## config.mk

```make
export PLATFORM = sky130hd
export DESIGN_NAME = prs_sequencer
export DESIGN_NICKNAME = d
export VERILOG_FILES = /design/src/prs_pkg.sv /design/src/prs_edge_counter.sv /design/src/prs_cfg_store.sv /design/src/prs_sequencer.sv
export SDC_FILE = /design/constraint.sdc
export NUM_CORES = 1
export LEC_CHECK = 0
export ABC_CLOCK_PERIOD_IN_PS = 2450
export BUFFER_PORTS_ARGS = -buffer_cell sky130_fd_sc_hd__buf_2
export CAP_MARGIN = 15
export CORE_MARGIN = 2
export CORE_UTILIZATION = 55
export CTS_BUF_LIST = sky130_fd_sc_hd__clkbuf_8 sky130_fd_sc_hd__clkbuf_16
export DETAILED_ROUTE_END_ITERATION = 16
export PLACE_DENSITY_LB_ADDON = 0.25
export SETUP_SLACK_MARGIN = 0.15
export SLEW_MARGIN = 5
export SYNTH_ARGS = -nofsm -noshare
export SYNTH_HDL_FRONTEND = slang
export SYNTH_SLANG_ARGS = --single-unit
```

## constraint.sdc

```tcl
create_clock -name CLOCK -period 2.45 [get_ports CLOCK]
set_input_delay 0.3675 -clock CLOCK [delete_from_list [all_inputs] [get_ports CLOCK]]
set_output_delay 0.3675 -clock CLOCK [all_outputs]
set_load 0.02 [all_outputs]
```

## src/prs_pkg.sv

```systemverilog
// Constants and types shared by the power-up reset sequencer files.
// Assumes a single 125 MHz system clock; all other clocks arrive as sampled inputs.
package prs_pkg;

  // ==========================================================================
  // Address map (program addresses and APB byte offsets).
  // ==========================================================================
  localparam logic [15:0] CFG_WORD_ADDR   = 16'h2007;
  localparam logic [15:0] CFG_WORD_OFFSET = 16'h801C;
  localparam logic [15:0] STATUS_OFFSET   = 16'h0000;
  localparam logic [15:0] CONTROL_OFFSET  = 16'h0004;
  localparam logic [15:0] TEST_SPACE_LO   = 16'h2000;
  localparam logic [15:0] TEST_SPACE_HI   = 16'h3FFF;
  localparam logic [12:0] RESET_VECTOR    = 13'h0000;

  // ==========================================================================
  // Configuration word fields.
  // ==========================================================================
  localparam int          CFG_WIDTH     = 14;
  localparam logic [13:0] CFG_ERASED    = 14'h3FFF;
  localparam int          CFG_OSC_LSB   = 0;
  localparam int          CFG_WDT_BIT   = 2;
  localparam int          CFG_POWERUP_DELAY_TIMER_BIT  = 3;
  localparam int          CFG_BOR_BIT   = 6;

  localparam logic [1:0] MODE_LOW_POWER  = 2'h0;
  localparam logic [1:0] MODE_CRYSTAL    = 2'h1;
  localparam logic [1:0] MODE_HIGH_SPEED = 2'h2;
  localparam logic [1:0] MODE_RC         = 2'h3;

  // ==========================================================================
  // Timing.
  // ==========================================================================
  localparam int POWERUP_DELAY_TIMER_TIME_MS     = 72;
  localparam int RC_TICK_HZ       = 14000;
  localparam int POWERUP_DELAY_TIMER_TICKS       = (POWERUP_DELAY_TIMER_TIME_MS * RC_TICK_HZ) / 1000;
  localparam int OST_CYCLES       = 1024;
  localparam int BOR_FILTER_NS    = 100;
  localparam int CLOCK_PERIOD_NS  = 8;
  localparam int BOR_FILTER_CYC   = (BOR_FILTER_NS + CLOCK_PERIOD_NS - 1) / CLOCK_PERIOD_NS;

  // ==========================================================================
  // Types.
  // ==========================================================================
  typedef enum logic [5:0] {
    ST_POR   = 6'h01,
    ST_BOR   = 6'h02,
    ST_POWERUP_DELAY_TIMER  = 6'h04,
    ST_OST   = 6'h08,
    ST_RUN   = 6'h10,
    ST_SLEEP = 6'h20
  } prs_state_type;

  typedef struct packed {
    logic [1:0] osc_mode;
    logic       wdt_on;
    logic       powerup_delay_timer_on;
    logic       bor_on;
  } prs_cfg_type;

  function automatic prs_cfg_type decode_cfg(input logic [13:0] w);
    prs_cfg_type c;
    c.osc_mode = w[CFG_OSC_LSB +: 2];
    c.wdt_on   = w[CFG_WDT_BIT];
    c.powerup_delay_timer_on  = w[CFG_POWERUP_DELAY_TIMER_BIT];
    c.bor_on   = w[CFG_BOR_BIT];
    return c;
  endfunction

endpackage

```

## src/prs_edge_counter.sv

```systemverilog
// Counts rising edges of a sampled slow clock up to a terminal value.
// Assumes the slow clock is synchronous to CLOCK and slower than half its rate.
module prs_edge_counter #(
  parameter int WIDTH = 17
) (
  input  wire logic             clk,
  input  wire logic             rst_n,
  input  wire logic             ce,
  input  wire logic             clear,
  input  wire logic             slow_clk,
  input  wire logic [WIDTH-1:0] terminal,
  output logic                  done
);

  logic [WIDTH-1:0] cnt_ff;
  logic [WIDTH-1:0] nxt_cnt;
  logic             last_ff;
  logic             nxt_last;
  logic             done_ff;
  logic             nxt_done;

  // ==========================================================================
  // Counting.
  // ==========================================================================
  always_comb begin
    nxt_cnt  = cnt_ff;
    nxt_last = slow_clk;
    nxt_done = done_ff;
    if (clear) begin
      nxt_cnt  = '0;
      nxt_done = 1'b0;
    end else if (slow_clk && !last_ff && !done_ff) begin
      nxt_cnt  = cnt_ff + 1'b1;
      nxt_done = (nxt_cnt >= terminal);
    end
  end

  always_ff @(posedge clk or negedge rst_n) begin
    if (!rst_n) begin
      cnt_ff  <= '0;
      last_ff <= 1'b0;
      done_ff <= 1'b0;
    end else if (ce) begin
      cnt_ff  <= nxt_cnt;
      last_ff <= nxt_last;
      done_ff <= nxt_done;
    end
  end

  assign done = done_ff;

endmodule

```

## src/prs_cfg_store.sv

```systemverilog
// One-time-programmable configuration word store, erased to all ones.
// Assumes program_en is only raised by the programming interface.
module prs_cfg_store (
  input  wire logic        clk,
  input  wire logic        rst_n,
  input  wire logic        ce,
  input  wire logic        program_en,
  input  wire logic [13:0] program_data,
  output logic      [13:0] rd_data
);

  logic [13:0] word_ff;
  logic [13:0] nxt_word;
  logic [13:0] rd_ff;

  // ==========================================================================
  // Programming clears bits only, as a fuse array would.
  // ==========================================================================
  always_comb begin
    nxt_word = word_ff;
    if (program_en) begin
      nxt_word = word_ff & program_data;
    end
  end

  always_ff @(posedge clk or negedge rst_n) begin
    if (!rst_n) begin
      word_ff <= prs_pkg::CFG_ERASED;
      rd_ff   <= prs_pkg::CFG_ERASED;
    end else if (ce) begin
      word_ff <= nxt_word;
      rd_ff   <= word_ff;
    end
  end

  assign rd_data = rd_ff;

endmodule

```

## src/prs_sequencer.sv

```systemverilog
// Power-up reset sequencer with an APB slave for the configuration word and status.
// Assumes all inputs are synchronous to CLOCK; the RC and main clocks are sampled.
// Operation
// - Configuration bits read 0 when programmed, 1 when erased.
// - Configuration word lives at program address 2007h.
// - Space 2000h to 3FFFh reachable only in programming mode.
// - Two select bits pick one of four oscillator modes.
// - Watchdog stopped only by its configuration bit, runs on own RC.
// - Sleep ends on external reset, watchdog wake-up or interrupt.
// - Power-on detect pulse resets and starts the power-up sequence.
// - Power-up delay of 72 ms runs after power-on detect and after brown-out reset.
// - Core reset held for the whole power-up delay.
// - Power-up delay counts internal RC clock ticks.
// - Enable bit for power-up delay; disabled skips it.
// - Start-up counter then holds reset for 1024 main clock cycles.
// - Start-up count only in crystal modes, on power-on or wake-up.
// - Brown-out enable bit: clear disables, set enables brown-out reset.
// - Brown-out dip longer than a minimum resets the device.
// - Hold brown-out reset while low, then add the 72 ms delay.
// - Brown-out during the delay re-enters reset and restarts the delay.
// - Core fetches from address 0000h after reset release.
//
// Design decision made here: the APB interface to the registers.
module prs_sequencer #(
  parameter int POWERUP_DELAY_TIMER_TICKS = prs_pkg::POWERUP_DELAY_TIMER_TICKS,
  parameter int OST_CYCLES = prs_pkg::OST_CYCLES,
  parameter int BOR_FILTER = prs_pkg::BOR_FILTER_CYC
) (
  input  wire logic        CLOCK,
  input  wire logic        RSTN,
  input  wire logic        CE,
  input  wire logic        POWER_ON_DETECT,
  input  wire logic        BROWNOUT_DETECT,
  input  wire logic        EXTERNAL_RESET_PIN_N,
  input  wire logic        RC_CLOCK,
  input  wire logic        MAIN_CLOCK_INPUT_PIN,
  input  wire logic        SLEEP_REQ,
  input  wire logic        WATCHDOG_WAKE,
  input  wire logic        INTERRUPT_WAKE,
  input  wire logic        PROGRAMMING_MODE,
  input  wire logic        PSEL,
  input  wire logic        PENABLE,
  input  wire logic        PWRITE,
  input  wire logic [15:0] PADDR,
  input  wire logic [31:0] PWDATA,
  output logic      [31:0] PRDATA,
  output logic             PREADY,
  output logic             PSLVERR,
  output logic             CORE_RESET,
  output logic      [12:0] FETCH_ADDR,
  output logic      [1:0]  OSC_MODE,
  output logic             WATCHDOG_RUN,
  output logic             SLEEPING
);

  prs_pkg::prs_state_type state_ff;
  prs_pkg::prs_state_type nxt_state;
  prs_pkg::prs_cfg_type   cfg;
  logic [13:0]            cfg_word;
  logic                   cfg_prog;
  logic                   powerup_delay_timer_clear;
  logic                   powerup_delay_timer_done;
  logic                   ost_clear;
  logic                   ost_done;
  logic [7:0]             bor_cnt_ff;
  logic [7:0]             nxt_bor_cnt;
  logic                   bor_trip;
  logic                   ost_need_ff;
  logic                   nxt_ost_need;
  logic                   apb_fire;
  logic [31:0]            nxt_prdata;
  logic                   nxt_pslverr;
  logic [31:0]            prdata_ff;
  logic                   pready_ff;
  logic                   pslverr_ff;
  logic                   core_rst_ff;
  logic [1:0]             osc_ff;
  logic                   wdt_ff;
  logic                   sleep_ff;
  logic [12:0]            fetch_ff;

  // ==========================================================================
  // Configuration store.
  // ==========================================================================
  assign apb_fire = PSEL && PENABLE && !pready_ff;
  // Writes to the configuration word are only accepted while programming.
  assign cfg_prog = apb_fire && PWRITE && PROGRAMMING_MODE &&
                    (PADDR == prs_pkg::CFG_WORD_OFFSET);

  prs_cfg_store u_cfg (
    .clk          (CLOCK),
    .rst_n        (RSTN),
    .ce           (CE),
    .program_en   (cfg_prog),
    .program_data (PWDATA[13:0]),
    .rd_data      (cfg_word)
  );

  // Erased bits read 1, so every enable defaults on and the oscillator mode defaults to RC.
  assign cfg = prs_pkg::decode_cfg(cfg_word);

  // ==========================================================================
  // Timers.
  // ==========================================================================
  // The delay counts RC ticks; skipping it when disabled is handled by the FSM.
  prs_edge_counter #(.WIDTH(17)) u_powerup_delay_timer (
    .clk      (CLOCK),
    .rst_n    (RSTN),
    .ce       (CE),
    .clear    (powerup_delay_timer_clear),
    .slow_clk (RC_CLOCK),
    .terminal (17'(POWERUP_DELAY_TIMER_TICKS)),
    .done     (powerup_delay_timer_done)
  );

  // The start-up count watches the main clock pin.
  prs_edge_counter #(.WIDTH(17)) u_ost (
    .clk      (CLOCK),
    .rst_n    (RSTN),
    .ce       (CE),
    .clear    (ost_clear),
    .slow_clk (MAIN_CLOCK_INPUT_PIN),
    .terminal (17'(OST_CYCLES)),
    .done     (ost_done)
  );

  // ==========================================================================
  // Brown-out glitch filter.
  // ==========================================================================
  // Short dips never reach the trip count, so they are ignored.
  always_comb begin
    nxt_bor_cnt = 8'h00;
    if (BROWNOUT_DETECT && cfg.bor_on) begin
      nxt_bor_cnt = (bor_cnt_ff == 8'(BOR_FILTER)) ? bor_cnt_ff : bor_cnt_ff + 8'h01;
    end
  end
  assign bor_trip = cfg.bor_on && BROWNOUT_DETECT && (bor_cnt_ff == 8'(BOR_FILTER));

  always_ff @(posedge CLOCK or negedge RSTN) begin
    if (!RSTN) begin
      bor_cnt_ff <= 8'h00;
    end else if (CE) begin
      bor_cnt_ff <= nxt_bor_cnt;
    end
  end

  // ==========================================================================
  // Sequencing state machine.
  // ==========================================================================
  always_comb begin
    nxt_state    = state_ff;
    nxt_ost_need = ost_need_ff;
    powerup_delay_timer_clear   = 1'b0;
    ost_clear    = 1'b0;
    if (POWER_ON_DETECT) begin
      nxt_state    = prs_pkg::ST_POR;
      nxt_ost_need = 1'b1;
      powerup_delay_timer_clear   = 1'b1;
      ost_clear    = 1'b1;
    end else if (bor_trip && state_ff != prs_pkg::ST_BOR) begin
      nxt_state  = prs_pkg::ST_BOR;
      powerup_delay_timer_clear = 1'b1;
      ost_clear  = 1'b1;
    end else begin
      case (state_ff)
        prs_pkg::ST_POR: begin
          // Delay is skipped when its enable bit is programmed.
          nxt_state = cfg.powerup_delay_timer_on ? prs_pkg::ST_POWERUP_DELAY_TIMER : prs_pkg::ST_OST;
        end
        prs_pkg::ST_BOR: begin
          powerup_delay_timer_clear = 1'b1;
          ost_clear  = 1'b1;
          // Stay while supply is low, then run the full delay again.
          if (!BROWNOUT_DETECT) begin
            nxt_state = cfg.powerup_delay_timer_on ? prs_pkg::ST_POWERUP_DELAY_TIMER : prs_pkg::ST_OST;
          end
        end
        prs_pkg::ST_POWERUP_DELAY_TIMER: begin
          if (powerup_delay_timer_done) begin
            nxt_state = prs_pkg::ST_OST;
          end
        end
        prs_pkg::ST_OST: begin
          // Only crystal modes after power-on or wake-up need the count.
          // A held external reset pin keeps the core here until it is released.
          if (EXTERNAL_RESET_PIN_N &&
              (cfg.osc_mode == prs_pkg::MODE_RC || !ost_need_ff || ost_done)) begin
            nxt_state    = prs_pkg::ST_RUN;
            nxt_ost_need = 1'b0;
          end
        end
        prs_pkg::ST_RUN: begin
          if (!EXTERNAL_RESET_PIN_N) begin
            nxt_state = prs_pkg::ST_OST;
            ost_clear = 1'b1;
          end else if (SLEEP_REQ) begin
            nxt_state = prs_pkg::ST_SLEEP;
          end
        end
        prs_pkg::ST_SLEEP: begin
          // Wake sources end sleep; wake-up runs the start-up count.
          if (!EXTERNAL_RESET_PIN_N || WATCHDOG_WAKE || INTERRUPT_WAKE) begin
            nxt_state    = prs_pkg::ST_OST;
            nxt_ost_need = 1'b1;
            ost_clear    = 1'b1;
          end
        end
        default: begin
          nxt_state = prs_pkg::ST_POR;
        end
      endcase
    end
  end

  always_ff @(posedge CLOCK or negedge RSTN) begin
    if (!RSTN) begin
      state_ff    <= prs_pkg::ST_POR;
      ost_need_ff <= 1'b1;
    end else if (CE) begin
      state_ff    <= nxt_state;
      ost_need_ff <= nxt_ost_need;
    end
  end

  // ==========================================================================
  // APB slave: one wait state, PREADY high for one cycle.
  // ==========================================================================
  always_comb begin
    nxt_prdata  = 32'h0000_0000;
    nxt_pslverr = 1'b0;
    case (PADDR)
      prs_pkg::CFG_WORD_OFFSET: begin
        // The word is only visible while programming.
        if (PROGRAMMING_MODE) begin
          nxt_prdata = {18'h00000, cfg_word};
        end else begin
          nxt_pslverr = 1'b1;
        end
      end
      prs_pkg::STATUS_OFFSET: begin
        nxt_prdata = {26'h0000000, state_ff};
      end
      prs_pkg::CONTROL_OFFSET: begin
        nxt_prdata = {29'h00000000, cfg.bor_on, cfg.powerup_delay_timer_on, cfg.wdt_on};
      end
      default: begin
        nxt_pslverr = 1'b1;
      end
    endcase
  end

  always_ff @(posedge CLOCK or negedge RSTN) begin
    if (!RSTN) begin
      prdata_ff  <= 32'h0000_0000;
      pready_ff  <= 1'b0;
      pslverr_ff <= 1'b0;
    end else if (CE) begin
      pready_ff  <= apb_fire;
      prdata_ff  <= (apb_fire && !PWRITE) ? nxt_prdata : 32'h0000_0000;
      pslverr_ff <= apb_fire ? nxt_pslverr : 1'b0;
    end
  end

  // ==========================================================================
  // Registered outputs.
  // ==========================================================================
  always_ff @(posedge CLOCK or negedge RSTN) begin
    if (!RSTN) begin
      core_rst_ff <= 1'b1;
      osc_ff      <= prs_pkg::MODE_RC;
      wdt_ff      <= 1'b0;
      sleep_ff    <= 1'b0;
      fetch_ff    <= prs_pkg::RESET_VECTOR;
    end else if (CE) begin
      core_rst_ff <= (nxt_state != prs_pkg::ST_RUN) && (nxt_state != prs_pkg::ST_SLEEP);
      osc_ff      <= cfg.osc_mode;
      // Software has no path to this bit; only the word controls it.
      wdt_ff      <= cfg.wdt_on;
      sleep_ff    <= (nxt_state == prs_pkg::ST_SLEEP);
      if (nxt_state != prs_pkg::ST_RUN && nxt_state != prs_pkg::ST_SLEEP) begin
        fetch_ff <= prs_pkg::RESET_VECTOR;
      end
    end
  end

  assign PRDATA       = prdata_ff;
  assign PREADY       = pready_ff;
  assign PSLVERR      = pslverr_ff;
  assign CORE_RESET   = core_rst_ff;
  assign FETCH_ADDR   = fetch_ff;
  assign OSC_MODE     = osc_ff;
  assign WATCHDOG_RUN = wdt_ff;
  assign SLEEPING     = sleep_ff;
endmodule

```

Yosys cells after proc, flatten, opt, wreduce, memory -nomap -nowiden
Cells that the tools add are included.
{"block": "word_totals", "reg_bits": 120, "in_bits": 63, "wordCells": 118}
{"block": "op_classes", "n_addsub": 3, "n_lt_le_gt_ge": 2, "n_eq_ne": 18, "n_mux": 39, "bitwise_logic": 1, "reduce_logical": 37}
{"op": "17-bit 2-to-1 mux", "count": 4}
{"op": "6-bit 2-to-1 mux", "count": 8}
{"op": "14-bit case mux with 3 select lines", "count": 1}
{"op": "6-bit case mux with 6 select lines", "count": 1}
{"op": "17-bit by 1-bit adder with 17-bit output, second input constant", "count": 2}
{"op": "32-bit 2-to-1 mux", "count": 1}
{"op": "17-bit by 10-bit >= comparator with 1-bit output, second input constant", "count": 1}
{"op": "17-bit by 11-bit >= comparator with 1-bit output, second input constant", "count": 1}
{"op": "1-bit 2-to-1 mux", "count": 17}
{"op": "16-bit == test, second input constant", "count": 1}
{"op": "16-bit by 3-bit == test with 1-bit output, second input constant", "count": 1}
{"op": "16-bit logical NOT", "count": 1}
{"op": "8-bit 2-to-1 mux", "count": 2}
{"op": "1-bit logical AND", "count": 15}
{"op": "14-bit bitwise AND", "count": 1}
{"op": "14-bit 2-to-1 mux", "count": 1}
{"op": "6-bit == test, second input constant", "count": 2}
{"op": "8-bit by 1-bit adder with 8-bit output, second input constant", "count": 1}
{"op": "8-bit by 4-bit == test with 1-bit output, second input constant", "count": 1}
{"op": "1-bit logical NOT", "count": 8}
{"op": "2-bit AND reduction", "count": 4}
{"op": "6-bit by 1-bit == test with 1-bit output, second input constant", "count": 1}
{"op": "6-bit by 2-bit == test with 1-bit output, second input constant", "count": 1}
{"op": "6-bit by 3-bit == test with 1-bit output, second input constant", "count": 1}
{"op": "16 further kinds", "count": 23}

Logic depth before layout (Yosys ltp)
Gate-level depths: netlist (run 1).
{"block": "logic_depth", "ltp_word": 10, "ltp_mapped": 10, "mapped_depth_nobuf": 8}

Modules after synthesis
A second synthesis (run 1) with hierarchy kept.
{"block": "hier_totals", "hier_cells": 673, "hier_area_um2": 6545.0}
{"mod": "prs_sequencer", "n_inst": 1, "cells_each": 229, "area_each_um2": 2178.3, "seq_area_each_um2": 907.1}
{"mod": "prs_edge_counter at u_powerup_delay_timer", "n_inst": 1, "cells_each": 196, "area_each_um2": 1682.9, "seq_area_each_um2": 475.5}
{"mod": "prs_edge_counter at u_ost", "n_inst": 1, "cells_each": 188, "area_each_um2": 1599.0, "seq_area_each_um2": 475.5}
{"mod": "prs_cfg_store", "n_inst": 1, "cells_each": 60, "area_each_um2": 1084.8, "seq_area_each_um2": 735.7}

Least setup slack after synthesis (run 1)
No wires, ideal clock.
{"block": "synth_timing", "path_type": "flip-flop to flip-flop", "start": "reg u_ost.cnt_ff[0]", "end": "reg u_ost.cnt_ff[16]", "setup_ps": 121, "t_arrival_ps": 1924, "t_required_ps": 2329, "setup_slack_ps": 405, "path_stages_with_launch": 7, "period_less_slack_ps": 2045, "path_cell_list": "dfrtp_1 ha_1 nand4_1 nor4_1 nand3_1 a21o_1 a22o_1"}
{"block": "synth_via", "elab_chain_cells": 3}
{"item": "from (decl)", "line_no": "prs_edge_counter.sv:15", "source": "logic [WIDTH-1:0] cnt_ff;"}
{"item": "from (signal assigned)", "line_no": "prs_edge_counter.sv:44", "source": "cnt_ff <= nxt_cnt;"}
{"item": "17-bit by 1-bit adder with 17-bit output", "line_no": "prs_edge_counter.sv:33", "source": "nxt_cnt = cnt_ff + 1'b1;"}
{"item": "17-bit 2-to-1 mux", "line_no": "prs_edge_counter.sv:32", "source": "end else if (slow_clk && !last_ff && !done_ff) begin"}
{"item": "17-bit 2-to-1 mux", "line_no": "prs_edge_counter.sv:29", "source": "if (clear) begin"}
Every way passes these cells. The select of a mux whose other input is x is not followed.
A chain may end at the register's enable or synchronous reset.

Worst setup path after layout (run 1)
{"block": "layout_timing", "start": "reg state_ff[2]", "end": "reg u_powerup_delay_timer.cnt_ff[16]"}
{"block": "layout_via", "elab_chain_cells": 6, "word_cells_on_any_way": 9}
{"item": "from (decl)", "line_no": "prs_sequencer.sv:56", "source": "prs_pkg::prs_state_type state_ff;"}
{"item": "from (signal assigned)", "line_no": "prs_sequencer.sv:217", "source": "state_ff <= prs_pkg::ST_POR;"}
{"item": "from (signal assigned)", "line_no": "prs_sequencer.sv:220", "source": "state_ff <= nxt_state;"}
{"item": "6-bit by 2-bit == test with 1-bit output or 6-bit by 2-bit inequality test with 1-bit output (tied branches)", "line_no": "prs_sequencer.sv:165, prs_sequencer.sv:160"}
{"item": "1-bit 2-to-1 mux or 1-bit logical AND (tied branches)", "line_no": "prs_sequencer.sv:165, prs_sequencer.sv:160"}
{"item": "1-bit 2-to-1 mux *", "line_no": "prs_sequencer.sv:160", "source": "end else if (bor_trip && state_ff != prs_pkg::ST_BOR) begin"}
{"item": "1-bit 2-to-1 mux *", "line_no": "prs_sequencer.sv:155", "source": "if (POWER_ON_DETECT) begin"}
{"item": "2-bit nonzero test (no line)"}
{"item": "2-bit AND reduction (no line)"}
{"item": "to (signal assigned)", "line_no": "prs_edge_counter.sv:44"}
{"item": "to (decl)", "line_no": "prs_edge_counter.sv:15"}
Mark *: on every way between the ends. The rest lies on a longest branch, timed or not.

==> results of run 1 <==
-- stage by stage --
| stage | setup slack (ps) | hold WS, ps | utilization (%) | power [W] |
|---|---|---|---|---|
| 2_1_floorplan | 405 | 71.9 | - | 0.00205 |
| 3_3_place_gp | 109 | 375 | 61.4 | 0.00213 |
| 3_5_place_dp | 42.2 | 382 | 61.4 | 0.00215 |
| 4_1_cts | 172 | 184 | 63.7 | 0.00322 |
| 5_1_grt | 25.4 | 184 | 64.2 | 0.00334 |
| 6_report | 225 | 203 | 64.2 | 0.00321 |
-- layer usage --
metal | vias to the layer above | track usage [%] | routed length (um)
li1 | 2167 | - | -
met1 | 2219 | 29.9 | 5310
met2 | 126 | 37.2 | 6190
met3 | 19 | 5.30 | 553
met4 | 0 | 5.90 | 177
met5 | - | 0 | 0
-- where the power goes --
group,leakage [nW],internal (W),switching (W)
registers,1.29,0.00172,0.0000316
clock network,0.102,0.000424,0.000640
logic,1.39,0.000145,0.000246
-- final cells by class --
type | count | area (um^2) | share of cell area [%]
flip-flops and latches | 102 | 2590 | 41.1
multi-input cells | 411 | 2660 | 42.1
clock inverters | 6 | 62.6 | 0.992
clock buffers | 10 | 138 | 2.18
inverters | 32 | 120 | 1.90
well taps | 133 | 166 | 2.64
repair buffers | 94 | 572 | 9.06
-- worst max-delay path: stages (launching register included) --
cell and delay, ps:
sky130_fd_sc_hd__dfrtp_1 460, sky130_fd_sc_hd__or4_4 590, sky130_fd_sc_hd__nor2_4 200, sky130_fd_sc_hd__or3_4 190
sky130_fd_sc_hd__buf_4 220, sky130_fd_sc_hd__o21ba_2 180, sky130_fd_sc_hd__o21ai_0 180, sky130_fd_sc_hd__o41ai_2 100
-- worst max path at each step --
stage	start	end	slack (ps)	cells past startpoint
2_1_floorplan	u_ost.cnt_ff[0]$_DFFE_PN0P_	u_ost.cnt_ff[16]$_DFFE_PN0P_	400	6
5_1_grt	u_ost.cnt_ff[1]$_DFFE_PN0P_	u_ost.done$_DFFE_PN0P_	30	7
3_5_place_dp	state_ff[2]$_DFFE_PN0P_	u_ost.cnt_ff[15]$_DFFE_PN0P_	40	6
4_1_cts	bor_cnt_ff[1]$_DFFE_PN0P_	u_powerup_delay_timer.cnt_ff[16]$_DFFE_PN0P_	170	9
3_3_place_gp	state_ff[2]$_DFFE_PN0P_	u_ost.cnt_ff[15]$_DFFE_PN0P_	110	6
6_report	state_ff[2]$_DFFE_PN0P_	u_powerup_delay_timer.cnt_ff[16]$_DFFE_PN0P_	230	7
-- synthesized netlist by cell type (4+ instances only) --
library cell and number:
sky130_fd_sc_hd__a21oi_1 16, sky130_fd_sc_hd__a22o_1 7, sky130_fd_sc_hd__a31oi_1 6, sky130_fd_sc_hd__and2_1 4, sky130_fd_sc_hd__and3_1 13, sky130_fd_sc_hd__and4_1 5
sky130_fd_sc_hd__buf_2 6, sky130_fd_sc_hd__buf_4 34, sky130_fd_sc_hd__buf_6 6, sky130_fd_sc_hd__clkbuf_1 15, sky130_fd_sc_hd__dfrtp_1 69, sky130_fd_sc_hd__dfstp_2 33
sky130_fd_sc_hd__ha_1 5, sky130_fd_sc_hd__inv_1 32, sky130_fd_sc_hd__mux2_2 22, sky130_fd_sc_hd__nand2_1 35, sky130_fd_sc_hd__nand2b_1 6, sky130_fd_sc_hd__nand3_1 26
sky130_fd_sc_hd__nand4_1 7, sky130_fd_sc_hd__nor2_1 33, sky130_fd_sc_hd__nor2b_1 5, sky130_fd_sc_hd__nor3_1 16, sky130_fd_sc_hd__nor4_1 8, sky130_fd_sc_hd__o21a_1 15
sky130_fd_sc_hd__o21ai_0 55, sky130_fd_sc_hd__o21ai_1 4, sky130_fd_sc_hd__o22ai_1 14, sky130_fd_sc_hd__o31ai_1 4, sky130_fd_sc_hd__o31ai_2 5, sky130_fd_sc_hd__or3_1 6
sky130_fd_sc_hd__xor2_1 7
-- sequential cells by signal, indices dropped and copies added, names as in the netlist --
name and count:
u_ost.cnt_ff 17, u_powerup_delay_timer.cnt_ff 17, PRDATA 14, u_cfg.rd_data 14, u_cfg.word_ff 14, bor_cnt_ff 8, state_ff 6, OSC_MODE 2
CORE_RESET 1, PREADY 1, PSLVERR 1, SLEEPING 1, WATCHDOG_RUN 1, ost_need_ff 1, u_ost.done 1, u_ost.last_ff 1
u_powerup_delay_timer.done 1, u_powerup_delay_timer.last_ff 1
-- cell families after synthesis --
| kind of cell | Yosys count | share of synthesized area, % |
|---|---|---|
| buf+inv | 93 | 9.43 |
| fa+ha+maj | 5 | 1.11 |
| flops | 102 | 46.2 |
| other cells | 1 | 0.0668 |
| mux | 24 | 4.77 |
| compound gates | 156 | 19.1 |
| simple gates | 185 | 17.9 |
| xor+xnor | 9 | 1.40 |
-- repair_timing --
action,in CTS,in global routing
pin swaps,0,3
hold endpoints to repair,36,0
gates cloned,0,1
resized for setup,2,9
hold buffers,1,0
endpoints found under the setup margin,22,27
buffers inserted,1,1
==> run summary, run 1 <==
The finished cells cover about 6300 um^2. Along the worst path, the maximum fanout reaches 16. The number of setup violations in the final report came out at 0. The tree is rooted in a sky130_fd_sc_hd__clkbuf_8. The final cell count without fillers is ~790. The areal power density over the cells came out at around 510 nW/um^2. The number of buffers added by the clock tree synthesis step is 9. The critical path startpoint category is a register.

The area overhead of the layout relative to synthesis is 12.4%. The die area came out at about 11000 um^2. Ranked by total cell area, the synthesized netlist is headed by sky130_fd_sc_hd__dfrtp_1 31%, sky130_fd_sc_hd__dfstp_2 15%, sky130_fd_sc_hd__o21ai_0 4.9%. The number of global-route vias before repair is around 4300. Data arrives at the worst endpoint at between 2000 and 2500 ps. The portion of the post-synthesis area used by sequential elements is 46.2%. The total via count in the routed design came out at about 4500. The share of final-layout standard cells stronger than drive strength 1 came out at 29.3%. The worst setup path is captured at a register. The aggregate routed wire length came out at roughly 12 mm. The total congestion overflow is 0. The worst-case clock buffer depth is 2. The number of cells on the worst hold path came out at 2.

The worst clock skew on the final layout came out at about 8.9 ps. For the worst flop-to-flop path, the logic depth is 7. The number of placed instances with taps included is 768. The area of the placeable core is ~10000 um^2.

From bottom edge to top edge, the die measures between 100 and 150 um. The first detailed-routing pass took 5 iterations. The final number of hold-violating endpoints came out at 0. The number of sinks handled by clock tree synthesis is 102.

The average cell area after synthesis came out at about 9.8 um^2. The transition time of the tightest slew-check pin is between 500 and 600 ps. The antenna diode instance count is 0. Setup repair after global routing could not meet its margin everywhere. The share of the synthesized area in the top cell type came out at 30.8%.

The horizontal die dimension came out at 105 um. Measured against its own limit, the worst slew margin works out to between 60 and 70%. The number of routed nets with antenna violations is 0. The most used flip-flop cell after synthesis is sky130_fd_sc_hd__dfrtp_1. Port buffering added 65 buffers. The number of distinct library cells after synthesis is 66. The library cells used most frequently in the layout, excluding fill and tap cells, are 69 x sky130_fd_sc_hd__dfrtp_1, 64 x sky130_fd_sc_hd__buf_2, 54 x sky130_fd_sc_hd__o21ai_0, 35 x sky130_fd_sc_hd__nand2_1. In the global route stage, overall resource usage came out at ~23%.

The most area-hungry cell type in the Yosys netlist is sky130_fd_sc_hd__dfrtp_1. The starting utilization of the core area is between 50% and 60%. The minimum clock period after layout came out at approximately 2200 ps.

The number of synthesized flops with an enable pin is 0. TritonCTS built the clock tree. The number of fill cells came out at 822. The largest net degree at the start of global routing came out at 47. The total of warnings raised by yosys came out at 0.

Counting flops with an async set or reset pin after synthesis yields a share of 100%. The fmax is about 450 MHz. The type of the worst setup path is register to register.

The library cell used most frequently in the layout, excluding fill and tap cells, is sky130_fd_sc_hd__dfrtp_1. For the final routed database, the setup TNS stands at 0 ps. The global-route wire length before repair came out at 20.3 mm. Of the available clock period, the critical path in the final layout requires 90.8%. The number of nets in the layout is 718.

The initial antenna violation count is 0. The terminus of the critical flop-to-flop path is u_powerup_delay_timer.cnt_ff[16]$_DFFE_PN0P_. The boundary pin count is 115. The synthesized design contains slightly above 100 register bits. The maximum VDD drop came out at 0.000484 V. The worst hold path belongs to the class input pin to register.

The half-perimeter wire length after detailed placement came out at approximately 8.4 mm. In this run the most critical hold path is launched from PWDATA[4]. The worst-skew pair later-pin latency came out at roughly 380 ps. Synthesis produced between 500 and 600 cells. The flop-to-flop setup slack is 230 ps. The last weighted congestion value of the routability-driven placer came out at 0.880. The startpoint identified for the worst register-to-register timing path is state_ff[2]$_DFFE_PN0P_. The number of rows created at floorplan is 36. The DRC violation total after the first TritonRoute iteration is 305.

The netlist area before placement is around 5600 um^2. The number of maximum-capacitance constraint violations came out at 0. Dividing the detail-routed wire length by the instance count gives 15.5 um. Summed over all cells, the static leakage comes to 2.79 nW.

The average vias per placed instance is roughly 5.8. The final number of max-transition violations came out at 0. The clock transition time at the flip-flop clock pins of the worst setup and hold paths is ~110 ps.

The run finished with clean final reports. In the routed design, unresolved DRC markers number 0. The placed instances occupy a cell area of approximately 6000 um^2. At the worst endpoint, the required time is 2720 ps. The hold path endpoint is u_cfg.word_ff[4]$_DFFE_PN1P_. The total number of H-tree levels is 3.
Note: power is estimated with default switching activity, not from simulation.
==> inputs of run 2 (changes only) <==
- ABC_AREA: not set -> 1
- CORE_UTILIZATION: 55 -> 56
==> run 2 against run 1 <==
Against the previous run: synthesized cell count rose by 32%; flip-flop and latch count unchanged; first-iteration DRC count is 13% lower; register-to-register slack better by 330 ps; critical path depth up 3; clock skew rose by 7.5 ps; global-route usage increased by 1.6 points; highest routed layer unchanged; critical path type unchanged; count of clock-buffer cells in the layout fell by 1; final cell count increased by 23%; largest cell class unchanged; largest power group unchanged; clock power fell by 5%.
==> run summary, run 2 <==
The root buffer cell is sky130_fd_sc_hd__clkbuf_8. The number of buffers added by the clock tree synthesis step came to 9 (unchanged). The largest registers in the layout are u_ost.cnt_ff x17, u_powerup_delay_timer.cnt_ff x17. The count of instances resized after the clock tree is built came out at 0 (-2). The y dimension of the die is 106 um (+0.71%).

The cts-stage hold buffer count is 0 (-1). The total of warnings raised by yosys came out at 0 (unchanged). The switching portion of total power came to 28.5% (-0.14 points). The worst setup margin came out at 551 ps (+326 ps). The count of buffers added by post-CTS timing repair for setup came out at 0 (-1).

For this run, the leading register cell type out of synthesis is sky130_fd_sc_hd__dfrtp_1. The sum of negative setup slack came to 0 ps (unchanged). The last weighted congestion value of the routability-driven placer is 0.885 (+0.56%). In the post-synthesis netlist, the cell with the most instances is sky130_fd_sc_hd__nand2_1. The DRC violation total after the first TritonRoute iteration is 266 (-13%).

The number of rows created at floorplan was 37 (+2.8%). The number of setup violations in the final report came out at 0 (unchanged). The power consumption is 0.00305 W (-4.9%).

The cell that appears most often on the critical path is sky130_fd_sc_hd__nand2_1. The detailed-route DRC error count came out at 0 (unchanged). The netlist area before placement is 5800 um^2 (+3.3%).

The net switching power is 0.000869 W (-5.3%). The internal cell power came out at 0.00218 W (-4.7%). The number of nets in the layout came out at 893 (+24%). The number of maximum-capacitance constraint violations came out at 0 (unchanged). The arrival time at the worst endpoint came out at 2240 ps (-250 ps). The largest stage delay on the critical path is 460 ps (-130 ps). The boundary pin count is 115 (unchanged). The final instance area is 6340 um^2 (+0.52%). STA classifies the critical path startpoint as a register. Setup repair after global routing left no endpoint under its margin. The initial antenna violation count is 0 (unchanged). The portion of the post-synthesis area used by sequential elements was 44.7% (-1.5 points).

The number of distinct library cells after synthesis is 43 (-35%). TritonCTS built the clock tree. The aggregate routed wire length was 12.3 mm (+0.74%). The reported leakage power came out at 3.18 nW (+14%). The remaining max-slew budget at the tightest pin is 48.1% (-16 points). STA classifies the critical path endpoint as a register. The number of sinks handled by clock tree synthesis came out at 102 (unchanged). The average cell area after synthesis is 7.65 um^2 (-22%).

Yosys attributes the largest share of cell area to sky130_fd_sc_hd__dfrtp_1 30%, sky130_fd_sc_hd__nand2_1 15%, sky130_fd_sc_hd__dfstp_2 15%. The starting utilization of the core area came out at 56.9% (-0.22 points). The transition time of the tightest slew-check pin is 779 ps (+259 ps). The area of the placeable core came out at 10200 um^2 (+3.7%). The count of input and output buffers came to 65 (unchanged).

Among all stages on the critical path, the largest delay is contributed by sky130_fd_sc_hd__dfrtp_1. The power share of the combinational group came out at 10.0% (-2.2 points). The die area is 11200 um^2 (+1.4%).

The total of flip-flops plus latches after synthesis came out at 102 (unchanged). The global-route wire length before repair came out at 21.9 mm (+7.5%). The worst clock skew on the final layout came out at 16.4 ps (+7.47 ps). The number of routed nets with antenna violations was 0 (unchanged). The worst-skew pair later-pin latency was 400 ps (+20 ps).

The average wire per standard cell came out at 12.7 um (-18%). The number of synthesized flops with an enable pin came out at 0 (unchanged). The worst hold slack was 50.9 ps (-152 ps). Counting instances in the post-synthesis netlist gives the leading cell types as 236 x sky130_fd_sc_hd__nand2_1, 99 x sky130_fd_sc_hd__inv_1, 69 x sky130_fd_sc_hd__dfrtp_1.

Leaving out fill and tap cells, the most frequent cells in the layout are 236 x sky130_fd_sc_hd__nand2_1, 99 x sky130_fd_sc_hd__inv_1, 69 x sky130_fd_sc_hd__dfrtp_1, 64 x sky130_fd_sc_hd__buf_2, 62 x sky130_fd_sc_hd__nor2_1. The areal power density over the cells came out at 481 nW/um^2 (-5.4%). The signal on the critical path passes through ha_1, nand3_1, inv_1, nand2_1, nor2_1, xor2_1, nor2_1, nand3_1, nand2_1, nand2_1. The share of the cycle needed by the critical path after routing is 77.5% (-13 points). The number of optimization iterations in the first detailed-route pass came out at 4 (-1).

The classification of the worst-slack hold path is input pin to async pin. The horizontal die dimension was 106 um (+0.71%). The fraction of registers with async set/reset came out at 100% (unchanged). The register share of total power is 57.0% (+2.4 points). The antenna diode instance count came to 0 (unchanged).

The total placed instance area came out at 6170 um^2 (+2.3%). The clock group share of total power came out at 33.0% (-0.2 points). The most area-hungry cell type in the Yosys netlist is sky130_fd_sc_hd__dfrtp_1. The share of final-layout standard cells stronger than drive strength 1 came out at 17.7% (-12 points). The maximum VDD drop came out at 0.000464 V (-4.1%). The total number of H-tree levels came out at 3 (unchanged). The global routing usage summed across all routing layers is 24.2% (+1.6 points).

The minimum clock period after layout was 1900 ps (-326 ps). The half-perimeter wire length after detailed placement is 9.04 mm (+7.9%). The final number of hold-violating endpoints is 0 (unchanged). The total via count in the routed design came out at 4906 (+8.3%). The number of global-route vias before repair came out at 5020 (+18%). The total congestion overflow came out at 0 (unchanged). The required time at the worst-slack endpoint is 2790 ps (+70 ps). The maximum net fanout on the critical path was 6 (-10).

The number of standard cells after synthesis came out at 758 (+32%). The final number of max-transition violations came out at 0 (unchanged). The most common cell after layout, fill and taps aside is sky130_fd_sc_hd__nand2_1. The worst setup path is of the register to register kind.

The worst-case clock buffer depth is 2 (unchanged). The average vias per placed instance is 5.08 (-12%). The fmax is 527 MHz (+17%).

The share of the synthesized area in the top cell type was 29.8% (-0.99 points). The clock transition time at the flip-flop clock pins of the worst setup and hold paths is 110 ps (about the same). The area overhead of the layout relative to synthesis came out at 9.37%. The worst slack at placement is 629 ps (+586 ps). The flow ran to the end, and the final reports show no timing, DRC or antenna violations. The largest net degree at the start of global routing was 63 (+34%).
==> run 2: changes by cell type in the layout (fill, tap and decap cells not counted), moves of 10 or more <==
cell,previous run,this run
sky130_fd_sc_hd__o31ai_1,4,14
sky130_fd_sc_hd__inv_1,32,99
sky130_fd_sc_hd__nor2_1,33,62
sky130_fd_sc_hd__nand2_1,35,236
sky130_fd_sc_hd__o21ai_0,54,37
sky130_fd_sc_hd__buf_4,25,8
sky130_fd_sc_hd__and3_1,13,0
sky130_fd_sc_hd__o21a_1,15,0
sky130_fd_sc_hd__a21boi_0,0,11
sky130_fd_sc_hd__mux2_2,22,0
sky130_fd_sc_hd__nand3_1,26,43
==> run 2: kinds of logic (layout without fill, tap and decap cells) <==
logic type               after synthesis  in the layout  share of synthesized area [%]
AND/OR/NAND/NOR                      391            391                           29.5
buffers and inverters                150            192                           12.1
flip-flops                           102            102                           44.7
AO/OA/AOI/OAI                         90             90                           9.62
XOR/XNOR                              19             19                           2.87
adder cells (fa/ha/maj)                5              5                           1.08
other                                  1             31                         0.0647
==> run 2: area by class of cell <==
| type | instances | area, um^2 |
|---|---|---|
| fill | 914 | 3840 |
| multi-input combinational | 536 | 2610 |
| sequential | 102 | 2590 |
| timing repair buffer | 73 | 400 |
| inverter | 103 | 389 |
| tap | 136 | 170 |
| clock buffer | 9 | 124 |
| clock inverter | 7 | 51.3 |
==> run 2: worst paths after layout <==
kind	startpoint	cells past startpoint	to	slack (ps)
worst max-delay path	u_powerup_delay_timer.cnt_ff[0]$_DFFE_PN0P_	10	u_powerup_delay_timer.done$_DFFE_PN0P_	550
max in group asynchronous	RSTN	2	u_ost.cnt_ff[14]$_DFFE_PN0P_	1730
min in group CLOCK	PWDATA[6]	3	u_cfg.word_ff[6]$_DFFE_PN1P_	160
worst max register to register	u_powerup_delay_timer.cnt_ff[0]$_DFFE_PN0P_	10	u_powerup_delay_timer.done$_DFFE_PN0P_	550
worst min register to register	u_cfg.word_ff[1]$_DFFE_PN1P_	2	u_cfg.rd_data[1]$_DFFE_PN1P_	480
worst min-delay path	RSTN	1	PRDATA[2]$_DFFE_PN0P_	50
==> run 2: worst max-delay path, delay by kind of cell, from the launching register on <==
kind | cells | cell delay [ps]
xor+xnor | 1 | 200
flops | 1 | 460
simple gates | 7 | 730
fa+ha+maj | 1 | 320
buf+inv | 1 | 130
==> run 2: power groups by stage <==
stage / Sequential, W / Clock, W / Combinational (W)
after floorplan: 0.00177 / 0 / 0.000223
after global placement: 0.00177 / 0 / 0.000297
after detailed placement: 0.00177 / 0 / 0.000306
after CTS: 0.00174 / 0.00104 / 0.000307
after global routing: 0.00174 / 0.00109 / 0.000344
final: 0.00174 / 0.00101 / 0.000305
==> run 2: through the flow <==
step	util, %	cells
global route	62.3	966
global placement	60.5	950
floorplan	-	788
finish	62.3	966
CTS	62.3	966
detailed placement	60.5	950
==> run 2: metal layers <==
| layer | GRT usage, % | routed length [um] | up-vias |
|---|---|---|---|
| met5 | 0 | 0 | - |
| met1 | 27.5 | 5350 | 2312 |
| met4 | 9.96 | 224 | 0 |
| met3 | 5.13 | 501 | 21 |
| li1 | - | - | 2474 |
| met2 | 43.8 | 6240 | 99 |
